**config.mk**
```make
export PLATFORM = sky130hd
export DESIGN_NAME = gp_port
export DESIGN_NICKNAME = d
export VERILOG_FILES = /design/src/gp_pkg.sv /design/src/gp_edge_det.sv /design/src/gp_port.sv
export SDC_FILE = /design/constraint.sdc
export NUM_CORES = 1
export LEC_CHECK = 0
export BUFFER_PORTS_ARGS = -buffer_cell sky130_fd_sc_hd__buf_2
export CAP_MARGIN = 40
export CORE_MARGIN = 10
export CORE_UTILIZATION = 56
export DETAILED_ROUTE_END_ITERATION = 10
export GPL_TIMING_DRIVEN = 0
export PLACE_DENSITY = 0.85
export SETUP_SLACK_MARGIN = 0.5
export SKIP_CTS_REPAIR_TIMING = 1
export SLEW_MARGIN = 25
export SYNTH_ARGS = -nofsm -noshare
export SYNTH_HDL_FRONTEND = slang
export SYNTH_SLANG_ARGS = --single-unit
```
**constraint.sdc**
```tcl
create_clock -name pclk -period 4.2 [get_ports pclk]
set_clock_uncertainty 0.2 [all_clocks]
set_input_delay 0.63 -clock pclk [delete_from_list [all_inputs] [get_ports pclk]]
set_output_delay 0.63 -clock pclk [all_outputs]
set_load 0.01 [all_outputs]
```
**src/gp_pkg.sv**
```systemverilog
// Constants, register map and variant type for the 8-bit GPIO port.
// Assumes an APB3 slave context with 32-bit data and a single 10 MHz clock.
//
// What this block does
// Drive output data onto output-direction pins
// Direction writes never alter output data
// Output data resets zero or ones by variant
// Input register reads live pin levels
// Direction one drives pin; resets to input
// Direction zero tri-states pin, plain variants
// Pull-up when input and output bit one
// Merged variant: pull-up plus edge interrupts
// Six-irq: bit 7 polarity for two-five
// Six-irq: bit 6 polarity for zero-one
// Six-irq: bits 5..0 enable each interrupt
// Six-irq: flag bits 7,6 read zero
// Flag set on edge, held until cleared
// Software setting a flag raises interrupt
// Eight-irq: bits 7..0 enable each interrupt
// Eight-irq: per-pin edge select, resets rising
// Eight-irq: all eight flags read/write
// Synchronise pins, one flag per edge
// Interrupt high while flag and enable
package gp_pkg;

  // Port variants: A six irqs, B plain, C pull-up, D pull-up with eight irqs
  typedef enum {GP_TYPE_A, GP_TYPE_B, GP_TYPE_C, GP_TYPE_D} gp_variant_e;

  localparam int GP_PINS   = 8;
  localparam int GP_ADDR_W = 8;
  localparam int GP_DATA_W = 32;

  // Register byte offsets
  localparam logic [GP_ADDR_W-1:0] GP_OFF_OUT   = 8'h00;
  localparam logic [GP_ADDR_W-1:0] GP_OFF_IN    = 8'h04;
  localparam logic [GP_ADDR_W-1:0] GP_OFF_DIR   = 8'h08;
  localparam logic [GP_ADDR_W-1:0] GP_OFF_IEN   = 8'h0c;
  localparam logic [GP_ADDR_W-1:0] GP_OFF_IFLAG = 8'h10;
  localparam logic [GP_ADDR_W-1:0] GP_OFF_IEDGE = 8'h14;

  // Reset values
  localparam logic [GP_PINS-1:0] GP_OUT_RST_LOW  = 8'h00;
  localparam logic [GP_PINS-1:0] GP_OUT_RST_HIGH = 8'hff;
  localparam logic [GP_PINS-1:0] GP_DIR_RST      = 8'h00;
  localparam logic [GP_PINS-1:0] GP_IEN_RST      = 8'h00;
  localparam logic [GP_PINS-1:0] GP_IFLAG_RST    = 8'h00;
  localparam logic [GP_PINS-1:0] GP_IEDGE_RST    = 8'h00;

  // Six-interrupt layout: enables in 5..0, group polarity in 7 and 6
  localparam logic [GP_PINS-1:0] GP_A_IRQ_MASK = 8'h3f;
  localparam int                 GP_A_POL_HI   = 7;
  localparam int                 GP_A_POL_LO   = 6;
  localparam int                 GP_A_GRP_HI   = 2;
  localparam logic [GP_PINS-1:0] GP_D_IRQ_MASK = 8'hff;
  localparam logic [GP_PINS-1:0] GP_NO_IRQ     = 8'h00;

endpackage : gp_pkg

```
**src/gp_edge_det.sv**
```systemverilog
// Two-flop synchroniser and edge detector for a group of pins.
// Assumes pins may change at any time; one pulse per transition.
`timescale 1ns/100ps
module gp_edge_det
  import gp_pkg::*;
#(
  parameter int W = GP_PINS
)
(
  // Clock and reset
  input  wire logic         pclk,
  input  wire logic         presetn,
  // Pin levels and edge pulses
  input  wire logic [W-1:0] pin_lvl,
  output logic      [W-1:0] rise,
  output logic      [W-1:0] fall
);

  logic [W-1:0] sync1_r;
  logic [W-1:0] sync2_r;
  logic [W-1:0] prev_r;
  logic [W-1:0] sync1_nxt;
  logic [W-1:0] sync2_nxt;
  logic [W-1:0] prev_nxt;

  // Shift chain; the second and third stages feed the comparison
  always_comb
  begin
    sync1_nxt = pin_lvl;
    sync2_nxt = sync1_r;
    prev_nxt  = sync2_r;
  end

  always_ff @(posedge pclk or negedge presetn)
  begin
    if (!presetn)
    begin
      sync1_r <= '0;
      sync2_r <= '0;
      prev_r  <= '0;
    end
    else
    begin
      sync1_r <= sync1_nxt;
      sync2_r <= sync2_nxt;
      prev_r  <= prev_nxt;
    end
  end

  // Compare consecutive settled samples
  assign rise = sync2_r & ~prev_r;
  assign fall = ~sync2_r & prev_r;

endmodule : gp_edge_det

```
**src/gp_port.sv**
```systemverilog
// Top of the 8-bit GPIO port with optional pull-ups and edge interrupts.
// Assumes an APB3 master, pin inputs synchronous to pclk, and an external
// pad that resolves pin_out, pin_oe_n and pullup_en into the wire level.
`timescale 1ns/100ps
module gp_port
  import gp_pkg::*;
#(
  parameter gp_variant_e VARIANT = GP_TYPE_D
)
(
  // Clock and reset
  input  wire logic                 pclk,
  input  wire logic                 presetn,
  // APB slave
  input  wire logic                 psel,
  input  wire logic                 penable,
  input  wire logic                 pwrite,
  input  wire logic [GP_ADDR_W-1:0] paddr,
  input  wire logic [GP_DATA_W-1:0] pwdata,
  output logic      [GP_DATA_W-1:0] prdata,
  output logic                      pready,
  output logic                      pslverr,
  // Port pins
  input  wire logic [GP_PINS-1:0]   pin_in,
  output logic      [GP_PINS-1:0]   pin_out,
  output logic      [GP_PINS-1:0]   pin_oe_n,
  output logic      [GP_PINS-1:0]   pullup_en,
  // Interrupt request
  output logic                      irq
);

  // Variant-dependent features
  localparam logic HAS_PU  = (VARIANT == GP_TYPE_C) || (VARIANT == GP_TYPE_D);
  localparam logic HAS_A   = (VARIANT == GP_TYPE_A);
  localparam logic HAS_D   = (VARIANT == GP_TYPE_D);
  localparam logic HAS_IRQ = HAS_A || HAS_D;
  localparam logic [GP_PINS-1:0] OUT_RST   = HAS_PU ? GP_OUT_RST_HIGH : GP_OUT_RST_LOW;
  localparam logic [GP_PINS-1:0] FLAG_MASK = HAS_D ? GP_D_IRQ_MASK :
                                             (HAS_A ? GP_A_IRQ_MASK : GP_NO_IRQ);

  // Register state
  logic [GP_PINS-1:0]   out_r;
  logic [GP_PINS-1:0]   dir_r;
  logic [GP_PINS-1:0]   ien_r;
  logic [GP_PINS-1:0]   flag_r;
  logic [GP_PINS-1:0]   edge_r;
  logic [GP_PINS-1:0]   out_nxt;
  logic [GP_PINS-1:0]   dir_nxt;
  logic [GP_PINS-1:0]   ien_nxt;
  logic [GP_PINS-1:0]   flag_nxt;
  logic [GP_PINS-1:0]   edge_nxt;

  // Pin and interrupt output registers
  logic [GP_PINS-1:0]   oe_n_r;
  logic [GP_PINS-1:0]   pu_r;
  logic                 irq_r;
  logic [GP_PINS-1:0]   oe_n_nxt;
  logic [GP_PINS-1:0]   pu_nxt;
  logic                 irq_nxt;

  // APB answer registers
  logic [GP_DATA_W-1:0] prdata_r;
  logic                 pready_r;
  logic                 pslverr_r;
  logic [GP_DATA_W-1:0] prdata_nxt;
  logic                 pready_nxt;
  logic                 pslverr_nxt;

  // Decode and edge terms
  logic [GP_PINS-1:0]   rd_val;
  logic                 addr_ok;
  logic                 wr_en;
  logic                 wr_out;
  logic                 wr_dir;
  logic                 wr_ien;
  logic                 wr_flag;
  logic                 wr_edge;
  logic [GP_PINS-1:0]   wbyte;
  logic [GP_PINS-1:0]   rise;
  logic [GP_PINS-1:0]   fall;
  logic [GP_PINS-1:0]   pol_fall;
  logic [GP_PINS-1:0]   hw_set;
  logic [GP_PINS-1:0]   irq_mask;

  // Edge detection on all eight pins; FLAG_MASK keeps only the interrupt-capable ones
  gp_edge_det #(
    .W       (GP_PINS)
  ) u_edge (
    .pclk    (pclk),
    .presetn (presetn),
    .pin_lvl (pin_in),
    .rise    (rise),
    .fall    (fall)
  );

  // Address decode and read mux; missing registers of a variant are unmapped
  always_comb
  begin
    addr_ok = 1'b1;
    rd_val  = '0;
    case (paddr)
      GP_OFF_OUT:   rd_val = out_r;
      GP_OFF_IN:    rd_val = pin_in;
      GP_OFF_DIR:   rd_val = dir_r;
      GP_OFF_IEN:
      begin
        addr_ok = HAS_IRQ;
        rd_val  = HAS_IRQ ? ien_r : '0;
      end
      GP_OFF_IFLAG:
      begin
        addr_ok = HAS_IRQ;
        rd_val  = flag_r & FLAG_MASK;
      end
      GP_OFF_IEDGE:
      begin
        addr_ok = HAS_D;
        rd_val  = HAS_D ? edge_r : '0;
      end
      default:
      begin
        addr_ok = 1'b0;
        rd_val  = '0;
      end
    endcase
  end

  // Write strobes, taken at the access edge with pready high
  always_comb
  begin
    wr_en   = psel && penable && pready_r && pwrite && addr_ok;
    wbyte   = pwdata[GP_PINS-1:0];
    wr_out  = wr_en && (paddr == GP_OFF_OUT);
    wr_dir  = wr_en && (paddr == GP_OFF_DIR);
    wr_ien  = wr_en && (paddr == GP_OFF_IEN);
    wr_flag = wr_en && (paddr == GP_OFF_IFLAG);
    wr_edge = wr_en && (paddr == GP_OFF_IEDGE);
  end

  // Edge polarity and enable mask per variant
  always_comb
  begin
    pol_fall = '0;
    irq_mask = '0;
    for (int i = 0; i < GP_PINS; i++)
    begin
      if (HAS_D)
      begin
        pol_fall[i] = edge_r[i];
      end
      else if (HAS_A)
      begin
        if (i >= GP_A_GRP_HI)
        begin
          pol_fall[i] = ien_r[GP_A_POL_HI];
        end
        else
        begin
          pol_fall[i] = ien_r[GP_A_POL_LO];
        end
      end
    end
    if (HAS_D)
    begin
      irq_mask = ien_r;
    end
    else if (HAS_A)
    begin
      irq_mask = ien_r & GP_A_IRQ_MASK;
    end
    hw_set = ((rise & ~pol_fall) | (fall & pol_fall)) & FLAG_MASK;
  end

  // Register next values
  always_comb
  begin
    out_nxt  = wr_out  ? wbyte : out_r;
    dir_nxt  = wr_dir  ? wbyte : dir_r;
    ien_nxt  = (wr_ien && HAS_IRQ) ? wbyte : ien_r;
    edge_nxt = (wr_edge && HAS_D) ? wbyte : edge_r;
    // Software may set or clear; a hardware edge in the same cycle wins
    flag_nxt = wr_flag ? (wbyte & FLAG_MASK) : flag_r;
    flag_nxt = flag_nxt | hw_set;
  end

  // Pin drive and pull-up computed from next state; interrupt from current flags and enables
  always_comb
  begin
    oe_n_nxt = ~dir_nxt;
    pu_nxt   = HAS_PU ? (~dir_nxt & out_nxt) : '0;
    irq_nxt  = |(flag_r & irq_mask);
  end

  always_ff @(posedge pclk or negedge presetn)
  begin
    if (!presetn)
    begin
      out_r  <= OUT_RST;
      dir_r  <= GP_DIR_RST;
      ien_r  <= GP_IEN_RST;
      flag_r <= GP_IFLAG_RST;
      edge_r <= GP_IEDGE_RST;
      oe_n_r <= ~GP_DIR_RST;
      pu_r   <= HAS_PU ? (~GP_DIR_RST & OUT_RST) : '0;
      irq_r  <= 1'b0;
    end
    else
    begin
      out_r  <= out_nxt;
      dir_r  <= dir_nxt;
      ien_r  <= ien_nxt;
      flag_r <= flag_nxt;
      edge_r <= edge_nxt;
      oe_n_r <= oe_n_nxt;
      pu_r   <= pu_nxt;
      irq_r  <= irq_nxt;
    end
  end

  // APB answer: data and ready prepared in setup, one access cycle each
  always_comb
  begin
    pready_nxt  = psel && !penable;
    pslverr_nxt = psel && !penable && !addr_ok;
    prdata_nxt  = prdata_r;
    if (psel && !penable)
    begin
      prdata_nxt = (!pwrite && addr_ok) ? {{(GP_DATA_W-GP_PINS){1'b0}}, rd_val} : '0;
    end
  end

  always_ff @(posedge pclk or negedge presetn)
  begin
    if (!presetn)
    begin
      prdata_r  <= '0;
      pready_r  <= 1'b0;
      pslverr_r <= 1'b0;
    end
    else
    begin
      prdata_r  <= prdata_nxt;
      pready_r  <= pready_nxt;
      pslverr_r <= pslverr_nxt;
    end
  end

  // Outputs straight from flops
  assign prdata    = prdata_r;
  assign pready    = pready_r;
  assign pslverr   = pslverr_r;
  assign pin_out   = out_r;
  assign pin_oe_n  = oe_n_r;
  assign pullup_en = pu_r;
  assign irq       = irq_r;
endmodule : gp_port

```
### Word-level counts from Yosys, hierarchy flattened

Index checks and enable logic that the tools add are counted.

* reductions and logical operators: 18
* equality and inequality tests: 5
* muxes and demuxes: 6
* bitwise operators: 12

Operators by type and width (count)
* 8-bit AND: 6
* 8-bit case mux with 6 select lines: 1
* 8-bit 2-to-1 mux: 4
* 8-bit NOT: 4
* 8-bit by 4-bit == test with 1-bit output (second input constant): 2
* 8-bit by 5-bit == test with 1-bit output (second input constant): 2
* 8-bit OR: 2
* 1-bit logical AND: 12
* 8-bit by 3-bit == test with 1-bit output (second input constant): 1
* 8-bit logical NOT: 1
* 8-bit OR reduction: 1
* 6-bit OR reduction: 1
* 1-bit logical NOT: 3
* 1-bit 2-to-1 mux: 1

* input port bits: 53
* output and inout port bits: 59
* bits in registers: 115
* logic and storage cells: 55

### Logic depth before layout (Yosys ltp)

* depth in word-level cells: 8
* mapped depth: 7
* mapped depth without buffers: 4

### Hierarchy

From an unflattened synthesis, not the netlist that was laid out.

* cells, all modules: 286
* area total of the unflattened synthesis: 3957.5 um^2

By module, submodules not included
* gp_port: seq. area each 1706.6 um^2, instances 1, cells each 246, area each 3216.8 um^2
* gp_edge_det: seq. area each 600.6 um^2, instances 1, cells each 40, area each 740.7 um^2

### Worst setup path before layout

No wires, ideal clock.

* path type: input to register
* from: input port paddr[3]
* to: register pu_r[0], in the netlist pullup_en[0]
* data required time: 3.924 ns
* arrival: 2.163 ns
* library setup time: 0.076 ns
* slack: 1.761 ns
* stages on the path: 5
* buffers on the path: 1
* cell sequence: buf_4 > or4_4 > nor4_4 > mux2_2 > nor2b_2

* elaborated cells between the ends (all ways): 15
* classes of those cells: eq/ne: 5; mux: 3; bitwise: 2; reduce/logical: 5

RTL lines
* start: declaration: line gp_port.sv:18 `input wire logic [GP_ADDR_W-1:0] paddr,`
* 8-bit by 4-bit == test with 1-bit output, or another cell as far along: line gp_port.sv:101 `case (paddr)`
* 6-bit OR reduction (no source line)
* 1-bit 2-to-1 mux: line gp_port.sv:101
* 1-bit logical AND: line gp_port.sv:131 `wr_en = psel && penable && pready_r && pwrite && addr_ok;`
* 1-bit logical AND *: line gp_port.sv:133 `wr_out = wr_en && (paddr == GP_OFF_OUT);`
* 8-bit 2-to-1 mux *: line gp_port.sv:177 `out_nxt = wr_out ? wbyte : out_r;`
* net out_nxt[0]: line gp_port.sv:47 `logic [GP_PINS-1:0] out_nxt;`
* 8-bit AND *: line gp_port.sv:190 `pu_nxt = HAS_PU ? (~dir_nxt & out_nxt) : '0;`
* net pu_nxt[0]: line gp_port.sv:58 `logic [GP_PINS-1:0] pu_nxt;`
* end signal: assignment: line gp_port.sv:204 `pu_r <= HAS_PU ? (~GP_DIR_RST & OUT_RST) : '0;`
* end signal: assignment: line gp_port.sv:215 `pu_r <= pu_nxt;`
* end: declaration: line gp_port.sv:55 `logic [GP_PINS-1:0] pu_r;`

The timed path passes the listed nets; every way through them passes the cells marked *.
A chain may end at the register's enable or synchronous reset.

### Worst setup path in the final report

* from: input port paddr[4]
* to: register pu_r[5], in the netlist pullup_en[5]

The elaborated chain is that of the path after synthesis.

==> reports/results.ini <==
[grt]
antenna_found_initial=1
grt_pass1_vias=3048
grt_first_pass_wirelength_um=16020
grtUsageTotal_pct=18.11
grt_max_degree=47
grt-ovfl-total=0

[timing]
post-route-period-util_pct=60.65
hold_viol_final=0
setup-violations-final=0
fin_ws_ns=1.653
tns_ns=0
fmax_mhz=392.6
period_needed_ns=2.547
rsz0062_at_grt=false
final_max_slew_viol_count=0
worst_pin_slew_ns=0.8249
slew_headroom_pct=44.59

[layout]
final_nets=475
drive_gt1_share_pct=41.92
register_area_um2=2307
final_common_cell=dfrtp_1
final_cell_mix=dfrtp_1 (67), buf_2 (62), mux2_2 (26)
multi_input_area_um2=1560
syn2layout_area_growth_pct=18.98
nFillCells=516

[clock_tree]
cts_buffer_depth=2
path_clk_slew_ns=0.09
htree_levels=3
cts_buffers=9
cts_sinks=91
clockRootBuffer=clkbuf_8
clock_latency_ns=0.37
cts_tree=done

[detailed_routing]
wl_um=9787
met3_wirelength_um=1026
wl_per_cell_um=18.68
met1_length_um=4027
via_count=2898
ant_nets=0
drt_iter0_markers=186
detail_route.vias_per_cell=5.531
drtPass1Iterations=5
drc_errors=0
wl_met2_um=4554
top_layer=met4

[synthesis]
synthTopCellsByArea=dfrtp_1 (41%), dfstp_2 (16%), mux2_2 (7.2%)
yosysSeqAreaShare_pct=56.81
netlist_area_um2=4061
synthCells=323
syn_avg_cell_area_um2=12.57
ys_types=43
ys_warn_count=0
synthFlopType=dfrtp_1
yosys.area.top_type_share_pct=41.28
async_reset_ff_share_pct=100.0
synth_edf_count=0
ys_seq_elements=91
synth_area_leader_cell=dfrtp_1

[placed_design]
dp_hpwl_um=7289
place_ws_ns=1.299
place.gp.congestion=0.8786
port_buffers=61

[power]
max-vdd-ir-drop_mv=0.2365
p_leak_nw=2.248
power.density_nw_per_um2=336.0

[critical_path]
worstPathCellList=buf_2 -> buf_6 -> or4_4 -> nor4_4 -> mux2_2 -> nor2b_2
arrival_ns=2.66
crit_path_max_fanout=10
crit_path_start_kind=input port
cp_slowest_cell=nor4_4
path_buf_inv=2
slowest_delay_ns=0.64
worstPathRequired_ns=4.31
crit_type=in2reg
crit_family=simple AND/OR/NAND/NOR gates
critPathCaptureType=register

[die]
num_rows=30
die_x_um=105.2
core_um2=6907
io_pins=112
die_h_um=105.2
initial_utilization_pct=58.80
dieArea_um2=11060

[outcome]
status=complete, no violations

[worst_hold_path]
holdCritPathClass=reg2reg

[flow_run]
cap_violations=0

==> final cells by class <==
class / instances / area share, %
sequential: 91 / 47.75
multi-input combinational: 208 / 32.29
timing repair buffer: 65 / 7.535
buffer: 36 / 4.946
clock buffer: 14 / 3.366
tap: 96 / 2.486
inverter: 11 / 0.8545
clock inverter: 2 / 0.7250
antenna: 1 / 0.05179
==> worst register-to-register path, stage by stage (launching register included) <==
cell     delay (ns)
dfrtp_1        0.34
nand4_1        0.36
or3_1          0.55
nor2_2         0.48
mux2_2         0.41
==> power breakdown <==
| group | leakage (nW) | switching (mW) | internal (mW) |
|---|---|---|---|
| logic | 1.06 | 0.0779 | 0.0490 |
| clock network | 0.101 | 0.288 | 0.308 |
| registers | 1.09 | 0.00895 | 0.892 |
| total | 2.25 | 0.375 | 1.25 |
==> logic make-up after synthesis <==
kind of cell	Yosys count	share of synthesized area, %
muxes	49	14.26
and+or+nand+nor	82	12.57
other	1	0.09233
AOI/OAI and AO/OA	53	9.366
buffers and inverters	47	6.901
DFF	91	56.81
==> metrics by stage <==
| step | total power [mW] | util (%) | hold slack, ns | instance area [um^2] | instances |
|---|---|---|---|---|---|
| floorplan | 0.9854 | - | 0.1312 | 4148 | 346 |
| global placement | 1.034 | 66.21 | 0.1331 | 4573 | 503 |
| detailed placement | 1.041 | 66.92 | 0.1347 | 4622 | 506 |
| CTS | 1.631 | 69.78 | -0.02177 | 4820 | 522 |
| global route | 1.683 | 69.93 | 0.1619 | 4830 | 523 |
| finish | 1.624 | 69.96 | 0.1522 | 4832 | 524 |
==> per-layer routing <==
| layer | vias to the layer above | track usage (%) |
|---|---|---|
| met2 | 143 | 28.87 |
| met4 | 0 | 6.373 |
| li1 | 1305 | - |
| met3 | 18 | 6.941 |
| met1 | 1432 | 21.89 |
| met5 | - | 0 |
==> synthesized netlist by cell type, types with 4 or more instances <==
cell type and n:
dfrtp_1 67, nor2b_2 8, a22o_1 5, a22oi_1 9
clkbuf_1 8, nor2_1 20, nand3b_1 4, mux2i_1 11
a21oi_1 6, mux2_4 8, nand2_1 19, buf_4 25
o21ai_0 7, inv_1 11, dfstp_2 24, mux2_2 26
and3_1 5, a211oi_1 18
==> worst paths after layout <==
path                            cells past startpoint  slack [ns]                  to         startpoint
worst max register to register                      4        1.75           edge_r[3]             pready
worst min-delay path                                0        0.15  u_edge.prev_nxt[7]  u_edge.sync1_r[7]
min in group asynchronous                           2        0.53   u_edge.sync1_r[2]            presetn
worst max-delay path                                6        1.65        pullup_en[5]           paddr[4]
worst min register to register                      0        0.15  u_edge.prev_nxt[7]  u_edge.sync1_r[7]
max in group asynchronous                           3        2.63        pullup_en[3]            presetn
No activity file was read; power rests on OpenSTA's default activity.
